<file path="config.mk">
export PLATFORM = sky130hd
export DESIGN_NAME = msoc_ctrl
export DESIGN_NICKNAME = d
export VERILOG_FILES = /design/src/verilog/msoc_pkg.sv /design/src/verilog/msoc_ctrl.sv
export VERILOG_INCLUDE_DIRS = /design/src /design/src/verilog
export SDC_FILE = /design/constraint.sdc
export NUM_CORES = 1
export LEC_CHECK = 0
export ABC_CLOCK_PERIOD_IN_PS = 8100
export BUFFER_PORTS_ARGS = -buffer_cell sky130_fd_sc_hd__buf_2
export CAP_MARGIN = 40
export CORE_AREA = 2 2 160 240
export DETAILED_ROUTE_END_ITERATION = 16
export DIE_AREA = 0 0 162 242
export PLACE_DENSITY = 0.63
export SLEW_MARGIN = 20
export SYNTH_ARGS = -nofsm -noshare
export SYNTH_HDL_FRONTEND = slang
export SYNTH_SLANG_ARGS = --single-unit
</file>
<file path="constraint.sdc">
create_clock -name aclk -period 8.1 [get_ports aclk]
set_clock_uncertainty 0.05 [all_clocks]
set_input_delay 2.025 -clock aclk [delete_from_list [all_inputs] [get_ports aclk]]
set_output_delay 2.025 -clock aclk [all_outputs]
set_load 0.01 [all_outputs]
</file>
<file path="src/verilog/msoc_map.svh">
// Register indices, field positions, reset values and rates of the block
`ifndef MSOC_MAP_SVH
`define MSOC_MAP_SVH

// Register indices; byte address is four times the index
`define MSOC_IDX_OFS_X 6'h1E
`define MSOC_IDX_OFS_Y 6'h1F
`define MSOC_IDX_OFS_Z 6'h20
`define MSOC_IDX_THR_ACT 6'h24
`define MSOC_IDX_THR_INACT 6'h25
`define MSOC_IDX_TIME_INACT 6'h26
`define MSOC_IDX_THR_FF 6'h28
`define MSOC_IDX_STATUS 6'h2B
`define MSOC_IDX_BW_RATE 6'h2C
`define MSOC_IDX_PWR 6'h2D
`define MSOC_IDX_INT_EN 6'h2E
`define MSOC_IDX_INT_SRC 6'h30
`define MSOC_IDX_FMT 6'h31
`define MSOC_IDX_DATA_FIRST 6'h32
`define MSOC_IDX_DATA_LAST 6'h37

// Interrupt source and enable bits
`define MSOC_INT_DREADY 7
`define MSOC_INT_ACT 4
`define MSOC_INT_INACT 3
`define MSOC_INT_FF 2

// Power control, rate, format and status bits
`define MSOC_PWR_LINK 5
`define MSOC_PWR_AUTOSLP 4
`define MSOC_PWR_MEASURE 3
`define MSOC_PWR_SLEEP 2
`define MSOC_BW_LOWPWR 4
`define MSOC_FMT_FULLRES 3
`define MSOC_STAT_ASLEEP 3

// Reset values
`define MSOC_RST_ZERO 8'h00
`define MSOC_RST_BW_RATE 8'h0A

// Fastest rate code and decimation used while asleep
`define MSOC_RATE_MAX 4'hF
`define MSOC_SLEEP_SHIFT 4'h9

// AXI responses
`define MSOC_RESP_OKAY 2'b00
`define MSOC_RESP_SLVERR 2'b10

`endif

</file>
<file path="src/verilog/msoc_pkg.sv">
// Types shared by the motion, sleep and offset controller
package msoc_pkg;

  typedef enum logic [1:0] {
    msoc_free = 2'b00,
    msoc_seek_inact = 2'b01,
    msoc_seek_act = 2'b10
  } msoc_link_t;

endpackage
</file>
<file path="src/verilog/msoc_ctrl.sv">
// Motion detectors, link and autosleep sequencing, offset trim and data
//
// Chosen here: register access over AXI4-Lite.
`timescale 1ns/1ps
`include "msoc_map.svh"

module msoc_ctrl
  import msoc_pkg::*;
#(
  parameter int SMP_W = 13,
  parameter int ADDR_W = 8
)
(
  // Clock and reset
  input wire logic aclk,
  input wire logic aresetn,
  // Undecimated samples, 3.9 mg counts
  input wire logic smp_valid,
  input wire logic signed [SMP_W-1:0] smp_x,
  input wire logic signed [SMP_W-1:0] smp_y,
  input wire logic signed [SMP_W-1:0] smp_z,
  // AXI4-Lite write
  input wire logic [ADDR_W-1:0] awaddr,
  input wire logic awvalid,
  output logic awready,
  input wire logic [31:0] wdata,
  input wire logic [3:0] wstrb,
  input wire logic wvalid,
  output logic wready,
  output logic [1:0] bresp,
  output logic bvalid,
  input wire logic bready,
  // AXI4-Lite read
  input wire logic [ADDR_W-1:0] araddr,
  input wire logic arvalid,
  output logic arready,
  output logic [31:0] rdata,
  output logic [1:0] rresp,
  output logic rvalid,
  input wire logic rready,
  // Status
  output logic irq,
  output logic asleep
);

  function automatic logic [15:0] mag(input logic signed [15:0] v);
    mag = v[15] ? 16'(-v) : v;
  endfunction

  // Offset counts are worth four full-resolution counts
  function automatic logic signed [15:0] corr(
    input logic signed [15:0] r, input logic [7:0] o,
    input logic fr, input logic [1:0] rng);
    logic signed [15:0] s;
    logic signed [15:0] b;
    s = {{8{o[7]}}, o};
    b = fr ? r : (r >>> rng);
    if (fr || rng == 2'h0)
      s = s <<< 2;
    else if (rng == 2'h1)
      s = s <<< 1;
    else if (rng == 2'h3)
      s = s >>> 1;
    corr = 16'(b + s);
  endfunction

  logic [7:0] x_axis_offset_trim, y_axis_offset_trim, z_axis_offset_trim;
  logic [7:0] thr_act, thr_inact, time_inact, thr_ff;
  logic [7:0] bw_rate, pwr, int_en, int_src, fmt;
  logic [2:0] act_axes;
  logic [15:0] x_axis_sample, y_axis_sample, z_axis_sample;
  logic [15:0] dec_cnt;
  logic [7:0] quiet_cnt;
  msoc_link_t state;
  logic aw_got, w_got;
  logic [5:0] widx;
  logic [7:0] wbyte;
  logic wbyte_en;

  // ---------------------------------------------------------------
  // Detection on the undecimated stream
  // ---------------------------------------------------------------
  logic signed [15:0] rx, ry, rz;
  logic [15:0] ta, ti, tf;
  logic sv, act_hit, quiet, ff_hit, inact_hit;
  logic act_evt, inact_evt, ff_evt, tick;
  logic [2:0] over;
  logic [3:0] shift;
  logic [15:0] mask;
  logic signed [15:0] corr_x, corr_y, corr_z;
  logic [7:0] set_vec, next_src;
  logic rd_clr;

  assign rx = 16'(smp_x);
  assign ry = 16'(smp_y);
  assign rz = 16'(smp_z);
  assign ta = {4'h0, thr_act, 4'h0};
  assign ti = {4'h0, thr_inact, 4'h0};
  assign tf = {4'h0, thr_ff, 4'h0};
  assign sv = smp_valid && pwr[`MSOC_PWR_MEASURE];
  assign over = {mag(rx) > ta, mag(ry) > ta, mag(rz) > ta};
  assign act_hit = |over;
  assign quiet = mag(rx) <= ti && mag(ry) <= ti && mag(rz) <= ti;
  assign ff_hit = mag(rx) < tf && mag(ry) < tf && mag(rz) < tf;
  assign inact_hit = quiet && ({1'b0, quiet_cnt} + 9'h1 == {1'b0, time_inact});
  assign act_evt = sv && act_hit && state != msoc_seek_inact;
  assign inact_evt = sv && inact_hit && state != msoc_seek_act;
  assign ff_evt = sv && ff_hit;

  // Output rate comes from the same stream, decimated by a fixed 2^9 when asleep
  assign shift = asleep ? `MSOC_SLEEP_SHIFT
                        : `MSOC_RATE_MAX - bw_rate[3:0];
  assign mask = 16'((17'h1 << shift) - 17'h1);
  assign tick = sv && ((dec_cnt & mask) == mask);

  assign corr_x = corr(rx, x_axis_offset_trim, fmt[`MSOC_FMT_FULLRES],
                       fmt[1:0]);
  assign corr_y = corr(ry, y_axis_offset_trim, fmt[`MSOC_FMT_FULLRES],
                       fmt[1:0]);
  assign corr_z = corr(rz, z_axis_offset_trim, fmt[`MSOC_FMT_FULLRES],
                       fmt[1:0]);

  always_ff @(posedge aclk)
  begin
    if (!aresetn)
      dec_cnt <= 16'h0000;
    else if (sv)
      dec_cnt <= dec_cnt + 16'h0001;
  end

  always_ff @(posedge aclk)
  begin
    if (!aresetn)
      quiet_cnt <= 8'h00;
    else if (sv && !quiet)
      quiet_cnt <= 8'h00;
    else if (sv && quiet_cnt != 8'hFF)
      quiet_cnt <= quiet_cnt + 8'h01;
  end

  // Data registers; low power does not stop the data ready event
  always_ff @(posedge aclk)
  begin
    if (!aresetn)
    begin
      x_axis_sample <= 16'h0000;
      y_axis_sample <= 16'h0000;
      z_axis_sample <= 16'h0000;
    end
    else if (tick)
    begin
      x_axis_sample <= corr_x;
      y_axis_sample <= corr_y;
      z_axis_sample <= corr_z;
    end
  end

  // ---------------------------------------------------------------
  // Link and autosleep sequencing
  // ---------------------------------------------------------------
  always_ff @(posedge aclk)
  begin
    if (!aresetn)
      state <= msoc_free;
    else
      case (state)
        msoc_free:
          if (pwr[`MSOC_PWR_LINK])
            state <= msoc_seek_inact;
        msoc_seek_inact:
          if (!pwr[`MSOC_PWR_LINK])
            state <= msoc_free;
          else if (inact_evt)
            state <= msoc_seek_act;
        msoc_seek_act:
          if (!pwr[`MSOC_PWR_LINK])
            state <= msoc_free;
          else if (act_evt)
            state <= msoc_seek_inact;
        default:
          state <= msoc_free;
      endcase
  end

  always_ff @(posedge aclk)
  begin
    if (!aresetn)
      asleep <= 1'b0;
    else if (!(pwr[`MSOC_PWR_LINK] && pwr[`MSOC_PWR_AUTOSLP]
               && pwr[`MSOC_PWR_SLEEP]))
      asleep <= 1'b0;
    else if (act_evt)
      asleep <= 1'b0;
    else if (inact_evt && !int_src[`MSOC_INT_ACT])
      asleep <= 1'b1;
  end

  always_ff @(posedge aclk)
  begin
    if (!aresetn)
      act_axes <= 3'h0;
    else if (act_evt)
      act_axes <= over;
  end

  // ---------------------------------------------------------------
  // Interrupt source, cleared by reading it
  // ---------------------------------------------------------------
  always_comb
  begin
    set_vec = 8'h00;
    set_vec[`MSOC_INT_DREADY] = tick;
    set_vec[`MSOC_INT_ACT] = act_evt;
    set_vec[`MSOC_INT_INACT] = inact_evt;
    set_vec[`MSOC_INT_FF] = ff_evt;
    next_src = (rd_clr ? 8'h00 : int_src) | set_vec;
  end

  always_ff @(posedge aclk)
  begin
    if (!aresetn)
    begin
      int_src <= 8'h00;
      irq <= 1'b0;
    end
    else
    begin
      int_src <= next_src;
      irq <= |(next_src & int_en);
    end
  end

  // ---------------------------------------------------------------
  // AXI4-Lite write channel
  // ---------------------------------------------------------------
  logic [ADDR_W-1:0] waddr;
  logic [31:0] wd;
  logic [3:0] ws;
  logic wr_fire, wr_ok;

  assign wr_fire = aw_got && w_got && !bvalid;
  assign widx = waddr[7:2];
  assign wbyte = wd[7:0];
  assign wbyte_en = wr_fire && ws[0];

  always_comb
  begin
    if (widx == `MSOC_IDX_OFS_X || widx == `MSOC_IDX_OFS_Y)
      wr_ok = 1'b1;
    else if (widx == `MSOC_IDX_OFS_Z || widx == `MSOC_IDX_THR_ACT)
      wr_ok = 1'b1;
    else if (widx == `MSOC_IDX_THR_INACT || widx == `MSOC_IDX_TIME_INACT)
      wr_ok = 1'b1;
    else if (widx == `MSOC_IDX_THR_FF || widx == `MSOC_IDX_BW_RATE)
      wr_ok = 1'b1;
    else if (widx == `MSOC_IDX_PWR || widx == `MSOC_IDX_INT_EN)
      wr_ok = 1'b1;
    else if (widx == `MSOC_IDX_FMT)
      wr_ok = 1'b1;
    else
      wr_ok = 1'b0;
  end

  always_ff @(posedge aclk)
  begin
    if (!aresetn)
    begin
      awready <= 1'b1;
      wready <= 1'b1;
      aw_got <= 1'b0;
      w_got <= 1'b0;
      bvalid <= 1'b0;
      bresp <= `MSOC_RESP_OKAY;
      waddr <= '0;
      wd <= 32'h00000000;
      ws <= 4'h0;
    end
    else
    begin
      if (awvalid && awready)
      begin
        aw_got <= 1'b1;
        awready <= 1'b0;
        waddr <= awaddr;
      end
      if (wvalid && wready)
      begin
        w_got <= 1'b1;
        wready <= 1'b0;
        wd <= wdata;
        ws <= wstrb;
      end
      if (wr_fire)
      begin
        aw_got <= 1'b0;
        w_got <= 1'b0;
        bvalid <= 1'b1;
        bresp <= wr_ok ? `MSOC_RESP_OKAY : `MSOC_RESP_SLVERR;
      end
      if (bvalid && bready)
      begin
        bvalid <= 1'b0;
        awready <= 1'b1;
        wready <= 1'b1;
      end
    end
  end

  // Offsets come up at zero on every power-on reset
  always_ff @(posedge aclk)
  begin
    if (!aresetn)
    begin
      x_axis_offset_trim <= `MSOC_RST_ZERO;
      y_axis_offset_trim <= `MSOC_RST_ZERO;
      z_axis_offset_trim <= `MSOC_RST_ZERO;
      thr_act <= `MSOC_RST_ZERO;
      thr_inact <= `MSOC_RST_ZERO;
      time_inact <= `MSOC_RST_ZERO;
      thr_ff <= `MSOC_RST_ZERO;
      bw_rate <= `MSOC_RST_BW_RATE;
      pwr <= `MSOC_RST_ZERO;
      int_en <= `MSOC_RST_ZERO;
      fmt <= `MSOC_RST_ZERO;
    end
    else if (wbyte_en)
    begin
      if (widx == `MSOC_IDX_OFS_X)
        x_axis_offset_trim <= wbyte;
      else if (widx == `MSOC_IDX_OFS_Y)
        y_axis_offset_trim <= wbyte;
      else if (widx == `MSOC_IDX_OFS_Z)
        z_axis_offset_trim <= wbyte;
      else if (widx == `MSOC_IDX_THR_ACT)
        thr_act <= wbyte;
      else if (widx == `MSOC_IDX_THR_INACT)
        thr_inact <= wbyte;
      else if (widx == `MSOC_IDX_TIME_INACT)
        time_inact <= wbyte;
      else if (widx == `MSOC_IDX_THR_FF)
        thr_ff <= wbyte;
      else if (widx == `MSOC_IDX_BW_RATE)
        bw_rate <= {3'h0, wbyte[4:0]};
      else if (widx == `MSOC_IDX_PWR)
        pwr <= {2'h0, wbyte[5:2], 2'h0};
      else if (widx == `MSOC_IDX_INT_EN)
        int_en <= wbyte;
      else if (widx == `MSOC_IDX_FMT)
        fmt <= {4'h0, wbyte[3], 1'b0, wbyte[1:0]};
    end
  end

  // ---------------------------------------------------------------
  // AXI4-Lite read channel
  // ---------------------------------------------------------------
  logic [5:0] ridx;
  logic [7:0] rd_val;
  logic rd_ok, ar_fire;
  logic [7:0] motion_detect_status_reg;

  assign ridx = araddr[7:2];
  assign ar_fire = arvalid && arready;
  assign rd_clr = ar_fire && ridx == `MSOC_IDX_INT_SRC;
  assign motion_detect_status_reg = {1'b0, act_axes, asleep, 3'h0};

  always_comb
  begin
    rd_ok = 1'b1;
    if (ridx == `MSOC_IDX_OFS_X)
      rd_val = x_axis_offset_trim;
    else if (ridx == `MSOC_IDX_OFS_Y)
      rd_val = y_axis_offset_trim;
    else if (ridx == `MSOC_IDX_OFS_Z)
      rd_val = z_axis_offset_trim;
    else if (ridx == `MSOC_IDX_THR_ACT)
      rd_val = thr_act;
    else if (ridx == `MSOC_IDX_THR_INACT)
      rd_val = thr_inact;
    else if (ridx == `MSOC_IDX_TIME_INACT)
      rd_val = time_inact;
    else if (ridx == `MSOC_IDX_THR_FF)
      rd_val = thr_ff;
    else if (ridx == `MSOC_IDX_STATUS)
      rd_val = motion_detect_status_reg;
    else if (ridx == `MSOC_IDX_BW_RATE)
      rd_val = bw_rate;
    else if (ridx == `MSOC_IDX_PWR)
      rd_val = pwr;
    else if (ridx == `MSOC_IDX_INT_EN)
      rd_val = int_en;
    else if (ridx == `MSOC_IDX_INT_SRC)
      rd_val = int_src;
    else if (ridx == `MSOC_IDX_FMT)
      rd_val = fmt;
    else if (ridx == `MSOC_IDX_DATA_FIRST)
      rd_val = x_axis_sample[7:0];
    else if (ridx == `MSOC_IDX_DATA_FIRST + 6'h01)
      rd_val = x_axis_sample[15:8];
    else if (ridx == `MSOC_IDX_DATA_FIRST + 6'h02)
      rd_val = y_axis_sample[7:0];
    else if (ridx == `MSOC_IDX_DATA_FIRST + 6'h03)
      rd_val = y_axis_sample[15:8];
    else if (ridx == `MSOC_IDX_DATA_FIRST + 6'h04)
      rd_val = z_axis_sample[7:0];
    else if (ridx == `MSOC_IDX_DATA_LAST)
      rd_val = z_axis_sample[15:8];
    else
    begin
      rd_val = 8'h00;
      rd_ok = 1'b0;
    end
  end

  always_ff @(posedge aclk)
  begin
    if (!aresetn)
    begin
      arready <= 1'b1;
      rvalid <= 1'b0;
      rdata <= 32'h00000000;
      rresp <= `MSOC_RESP_OKAY;
    end
    else if (ar_fire)
    begin
      arready <= 1'b0;
      rvalid <= 1'b1;
      rdata <= {24'h000000, rd_val};
      rresp <= rd_ok ? `MSOC_RESP_OKAY : `MSOC_RESP_SLVERR;
    end
    else if (rvalid && rready)
    begin
      rvalid <= 1'b0;
      arready <= 1'b1;
    end
  end
endmodule

</file>
After elaboration in Yosys (flattened, before gate mapping)
Index checks and enable logic that the tools add are counted.

word-level totals
  logic and storage cells = 244
  flip-flop bits (word level) = 199
  output and inout bits = 43
  bits of input ports = 99

cells by class
  add/subtract/negate cells = 11
  bitwise operators = 15
  $lt $le $gt $ge = 9
  equality and inequality tests = 42
  reduce and logical (&&, ||, !) cells = 56
  shift-type cells = 4
  multiplexer cells = 73

operator list
  operator               count
  $mux 8                 23
  $eq 6x6->1 const B     26
  $mux 16                6
  $add 16x10->16         3
  $gt 16x12->1           3
  $le 16x12->1           3
  $lt 16x12->1           3
  $neg 13->16            3
  $sshr 13x2->16         3
  $mux 1                 29
  $mux 9                 3
  $logic_and 1x1->1      26
  $eq 6x5->1 const B     4
  $mux 7                 3
  $add 16x1->16 const B  1
  $and 16x16->16         1
  $eq 16x16->1           1
  $shl 1x4->16 const A   1
  $sub 16x1->16 const B  1
  $mux 2                 7
  $not 1->1              12
  $reduce_and 12->1      1
  $reduce_and 11->1      1
  $reduce_and 10->1      1
  29 further kinds       45

Longest topological paths before layout
  depth after elaboration = 21
  depth in mapped cells = 16
  depth with buffers taken out = 15

Least setup slack after synthesis
Ideal clock, no wire load.

  path kind = input to register
  from = input port smp_y[3]
  to = register irq
  cell stages on the path = 12
  arrival = 4788 ps
  setup slack = 3140 ps
  data required time = 7928 ps
  buffers on the path = 0
  setup time = 122 ps
  cells stage by stage = or4_1 > o41ai_1 > xnor2_1 > ha_1 > a21o_1 > a211oi_1 > a21oi_1 > o21a_1 > o22a_1 > o21ai_4 > a21oi_1 > a311o_1

on the way
  longest elaborated chain between the ends = 11
  elaborated cells between the ends (all ways) = 19
  those cells by class = add/sub: 1; order compare: 3; mux: 1; bitwise: 2; reduce/logical: 12

ends and longest elaborated chain
  what                             line              source
  start, declared                  msoc_ctrl.sv:20   input wire logic signed [SMP_W-1:0] smp_y,
  $neg 13->16                      msoc_ctrl.sv:47   mag = v[15] ? 16'(-v) : v;
  $mux 16 *                        msoc_ctrl.sv:47
  $le 16x12->1                     msoc_ctrl.sv:103  assign quiet = mag(rx) <= ti && mag(ry) <= ti && mag(rz) <= ti;
  $logic_and 1x1->1 (2 in series)  msoc_ctrl.sv:103
  $logic_and 1x1->1                msoc_ctrl.sv:105  assign inact_hit = quiet && ({1'b0, quiet_cnt} + 9'h1 == {1'b0, time_inact});
  $logic_and 1x1->1 (2 in series)  msoc_ctrl.sv:107  assign inact_evt = sv && inact_hit && state != msoc_seek_act;
  $or 8x8->8 *                     msoc_ctrl.sv:216  next_src = (rd_clr ? 8'h00 : int_src) | set_vec;
  $and 8x8->8 *                    msoc_ctrl.sv:229  irq <= |(next_src & int_en);
  $reduce_or 8->1 *                msoc_ctrl.sv:229
  end signal, assigned             msoc_ctrl.sv:229
  end, declared                    msoc_ctrl.sv:42   output logic irq,

Every way passes the cells marked *; elsewhere a longest branch is shown, timed or not.
A chain may end at the register's enable or synchronous reset.

Worst setup path in the final report
  from = input port smp_x[3]
  to = register x_axis_sample[12]

on the way
  longest elaborated chain between the ends = 3

ends and longest elaborated chain
  what                  line              source
  start, declared       msoc_ctrl.sv:19   input wire logic signed [SMP_W-1:0] smp_x,
  $sshr 13x2->16        msoc_ctrl.sv:57   b = fr ? r : (r >>> rng);
  $mux 16 *             msoc_ctrl.sv:57
  $add 16x10->16 *      msoc_ctrl.sv:64   corr = 16'(b + s);
  end signal, assigned  msoc_ctrl.sv:152  x_axis_sample <= corr_x;
  end, declared         msoc_ctrl.sv:71   logic [15:0] x_axis_sample, y_axis_sample, z_axis_sample;

Marked as above.

==> results.cfg <==
[yosys]
synth_top_cell_by_area = dfxtp_1
yosys_warnings = 0
netlist_area_mm2 = 0.0150
ys_seq_elements = 194
synth.avg_cell_area_um2 = 8.01
synthFlopType = dfxtp_1
synth_top_area_share = 0.258
synthArstFlopShare = 0
syn_inst = 1877
ys_seq_area_frac = 0.258
synth_area_leaders = dfxtp_1, ha_1, mux2i_1
synth_cell_types = 91
synth-edff-count = 0

[min_path]
min_from = x_axis_sample[1]
holdPathEnd = x_axis_sample[1]
min_path_cells = 2
hold_class = flip-flop to flip-flop

[placement]
io_buffer_count = 84
placed_cells = 2346
hpwl_um = 38800
place_congestion = 0.986

[final_layout]
final_cells = 2378
final_util = 0.434
diodes = 0
drive_gt1_frac = 0.112
final_cell_mix = nor2_1, dfxtp_1, nand2_1
final_common_cell = nor2_1
syn2layout_area_growth_pct = 7.49
finalNetCount = 2092

[grt]
antenna_found_initial = 0
grt_pass1_vias = 13200
grt_max_degree = 71
grt_overflow = 0
grt_pass1_wl_um = 76100
grtUsageTotal = 0.250

[timing]
setup_tns_ps = 0
slew_headroom = 0.443
fin_crit_sh = 0.671
finalMaxSlewViolations = 0
rsz0062_at_grt = false
finalHoldViolCount = 0
min_period_ps = 5440
fmax_mhz = 184
setup_viol = 0
worst_slew_pin_slew_ps = 826

[worst_setup_path]
worstPathArrival_ps = 5720
reg2reg_depth = 14
worstSetupPathType = input pin to flip-flop
r2r_start = fmt[0]
r2r_slack_ps = 2980
required_ps = 8380
critPathLaunchType = input pin
critPathCaptureType = flip-flop
path_max_fanout = 9
r2r-end = x_axis_sample[12]

[drt]
drc_errors = 0
vias = 14200
first_pass_iters = 5
via_per_inst = 5.96
drtAntennaViolNets = 0
drt_iter0_drc = 966
wl_per_cell_um = 21.2
routed_wl_um = 50300

[clocking]
cts_made_buffers = 17
cts-root-buf = clkbuf_16
cts_setup_buffers = 0
cts_resized = 0
clkLatencyLatePin_ps = 460
cts_max_path_buffers = 2
path_clk_slew_ps = 70
cts_max_level = 4
cts_tree = yes
cts_hold_buf = 0
clock_sinks = 194

[floorplanning]
core_mm2 = 0.0372
die_y_um = 242
die_w_um = 162
dieArea_mm2 = 0.0392
ios = 142
core.rowCount = 87
start_util = 0.404

[power_and_ir_drop]
pwr-share-clk = 0.381
p_seq_frac = 0.464
peakVddDrop_mv = 0.112
cellPowerDensity_mw_per_mm2 = 131
power_switching_mw = 0.631
p_int_mw = 1.49
swShare = 0.298
power_frac_comb = 0.155
p_leak_nw = 6.25

[status]
run_status = complete, no violations

[run]
timing.max_cap.violations = 0
==> critical path, stage by stage <==
cell	delay [ps]
buf_2	160
mux2_2	290
a22oi_1	130
o21ai_0	310
ha_1	360
fa_1	410
a21o_1	200
a21o_1	210
a2111oi_0	700
o31ai_1	240
o41ai_2	360
xnor2_1	120
mux2i_1	150
nor2_1	50
==> metal layers <==
| metal | up-vias | wire length (µm) | global-route usage |
|---|---|---|---|
| met2 | 431 | 25200 | 0.443 |
| met3 | 135 | 2040 | 0.0324 |
| met4 | 0 | 3570 | 0.164 |
| met5 | - | 0 | 0 |
| met1 | 6841 | 19500 | 0.279 |
| li1 | 6757 | - | - |
==> flip-flops by register name, summed over array words and instances, names as in the netlist, 6 cells and up <==
register	cells
x_axis_sample	16
int_en	8
x_axis_offset_trim	8
dec_cnt	15
wd	8
y_axis_offset_trim	8
rdata	8
time_inact	8
thr_ff	8
thr_inact	8
int_src	8
thr_act	8
z_axis_sample	16
z_axis_offset_trim	8
waddr	6
y_axis_sample	16
quiet_cnt	8
==> worst max path at each step <==
stage                     cells past startpoint  slack [ps]                end  startpoint
after floorplan                              12        3140                irq    smp_y[3]
after global placement                       13        2370             asleep    smp_y[3]
after CTS                                    13        2790             asleep    smp_y[3]
final                                        14        2660  x_axis_sample[12]    smp_x[3]
after detailed placement                     13        2320             asleep    smp_y[3]
after global routing                         14        2520  x_axis_sample[12]    smp_x[2]
==> synthesized netlist by cell type, types with 10 or more instances <==
library cell	instances
nand3_1	53
a31oi_1	14
clkbuf_1	80
dfxtp_1	194
or3_1	10
buf_2	18
ha_1	114
a211oi_1	20
and2_1	11
nor2_1	218
xor2_1	29
o31ai_1	18
a21o_1	26
a21oi_1	135
inv_1	54
buf_4	28
xnor2_1	53
nor3_1	20
nand2b_1	24
a2111oi_0	10
buf_1	16
nand2_1	153
a22oi_1	27
and3_1	16
mux2i_1	135
mux2_2	37
o21ai_0	131
nor2b_1	31
nand4_1	24
nor4_1	10
==> through the flow <==
stage	worst slack [ps]	total power, mW	cell area, µm²	hold WS (ps)
floorplan	3140	1.22	15100	382
global placement	2370	1.32	15600	392
detailed placement	2320	1.33	15600	397
CTS	2790	2.13	16200	407
global route	2520	2.20	16200	429
finish	2660	2.12	16200	408
==> power groups by stage <==
stage	combinational (mW)	clock (mW)	sequential, mW
2_1_floorplan	0.227	0	0.993
3_3_place_gp	0.317	0	1.00
3_5_place_dp	0.325	0	1.00
4_1_cts	0.326	0.823	0.982
5_1_grt	0.361	0.859	0.984
6_report	0.329	0.808	0.983
==> area by class of cell <==
class / instances / area [µm²]
repair buffers: 99 / 529
inverters: 56 / 213
clock buffers: 20 / 447
clock inverters: 12 / 105
flip-flops and latches: 194 / 3890
multi-input cells: 1508 / 10400
fillers: 3740 / 21100
well taps: 489 / 612
==> logic make-up (layout without fill, tap and decap cells) <==
group                      count (synthesis)  after routing  share of synthesized area
and+or+nand+nor                          621            621                      0.198
xor gates and xnor gates                  82             82                     0.0478
buffers and inverters                    200            187                     0.0590
other                                      1             26                   0.000249
DFF                                      194            194                      0.258
AOI/OAI and AO/OA                        480            480                      0.206
adders and majority gates                118            118                     0.0996
muxes                                    181            181                      0.131
No activity file was read; power rests on OpenSTA's default activity.
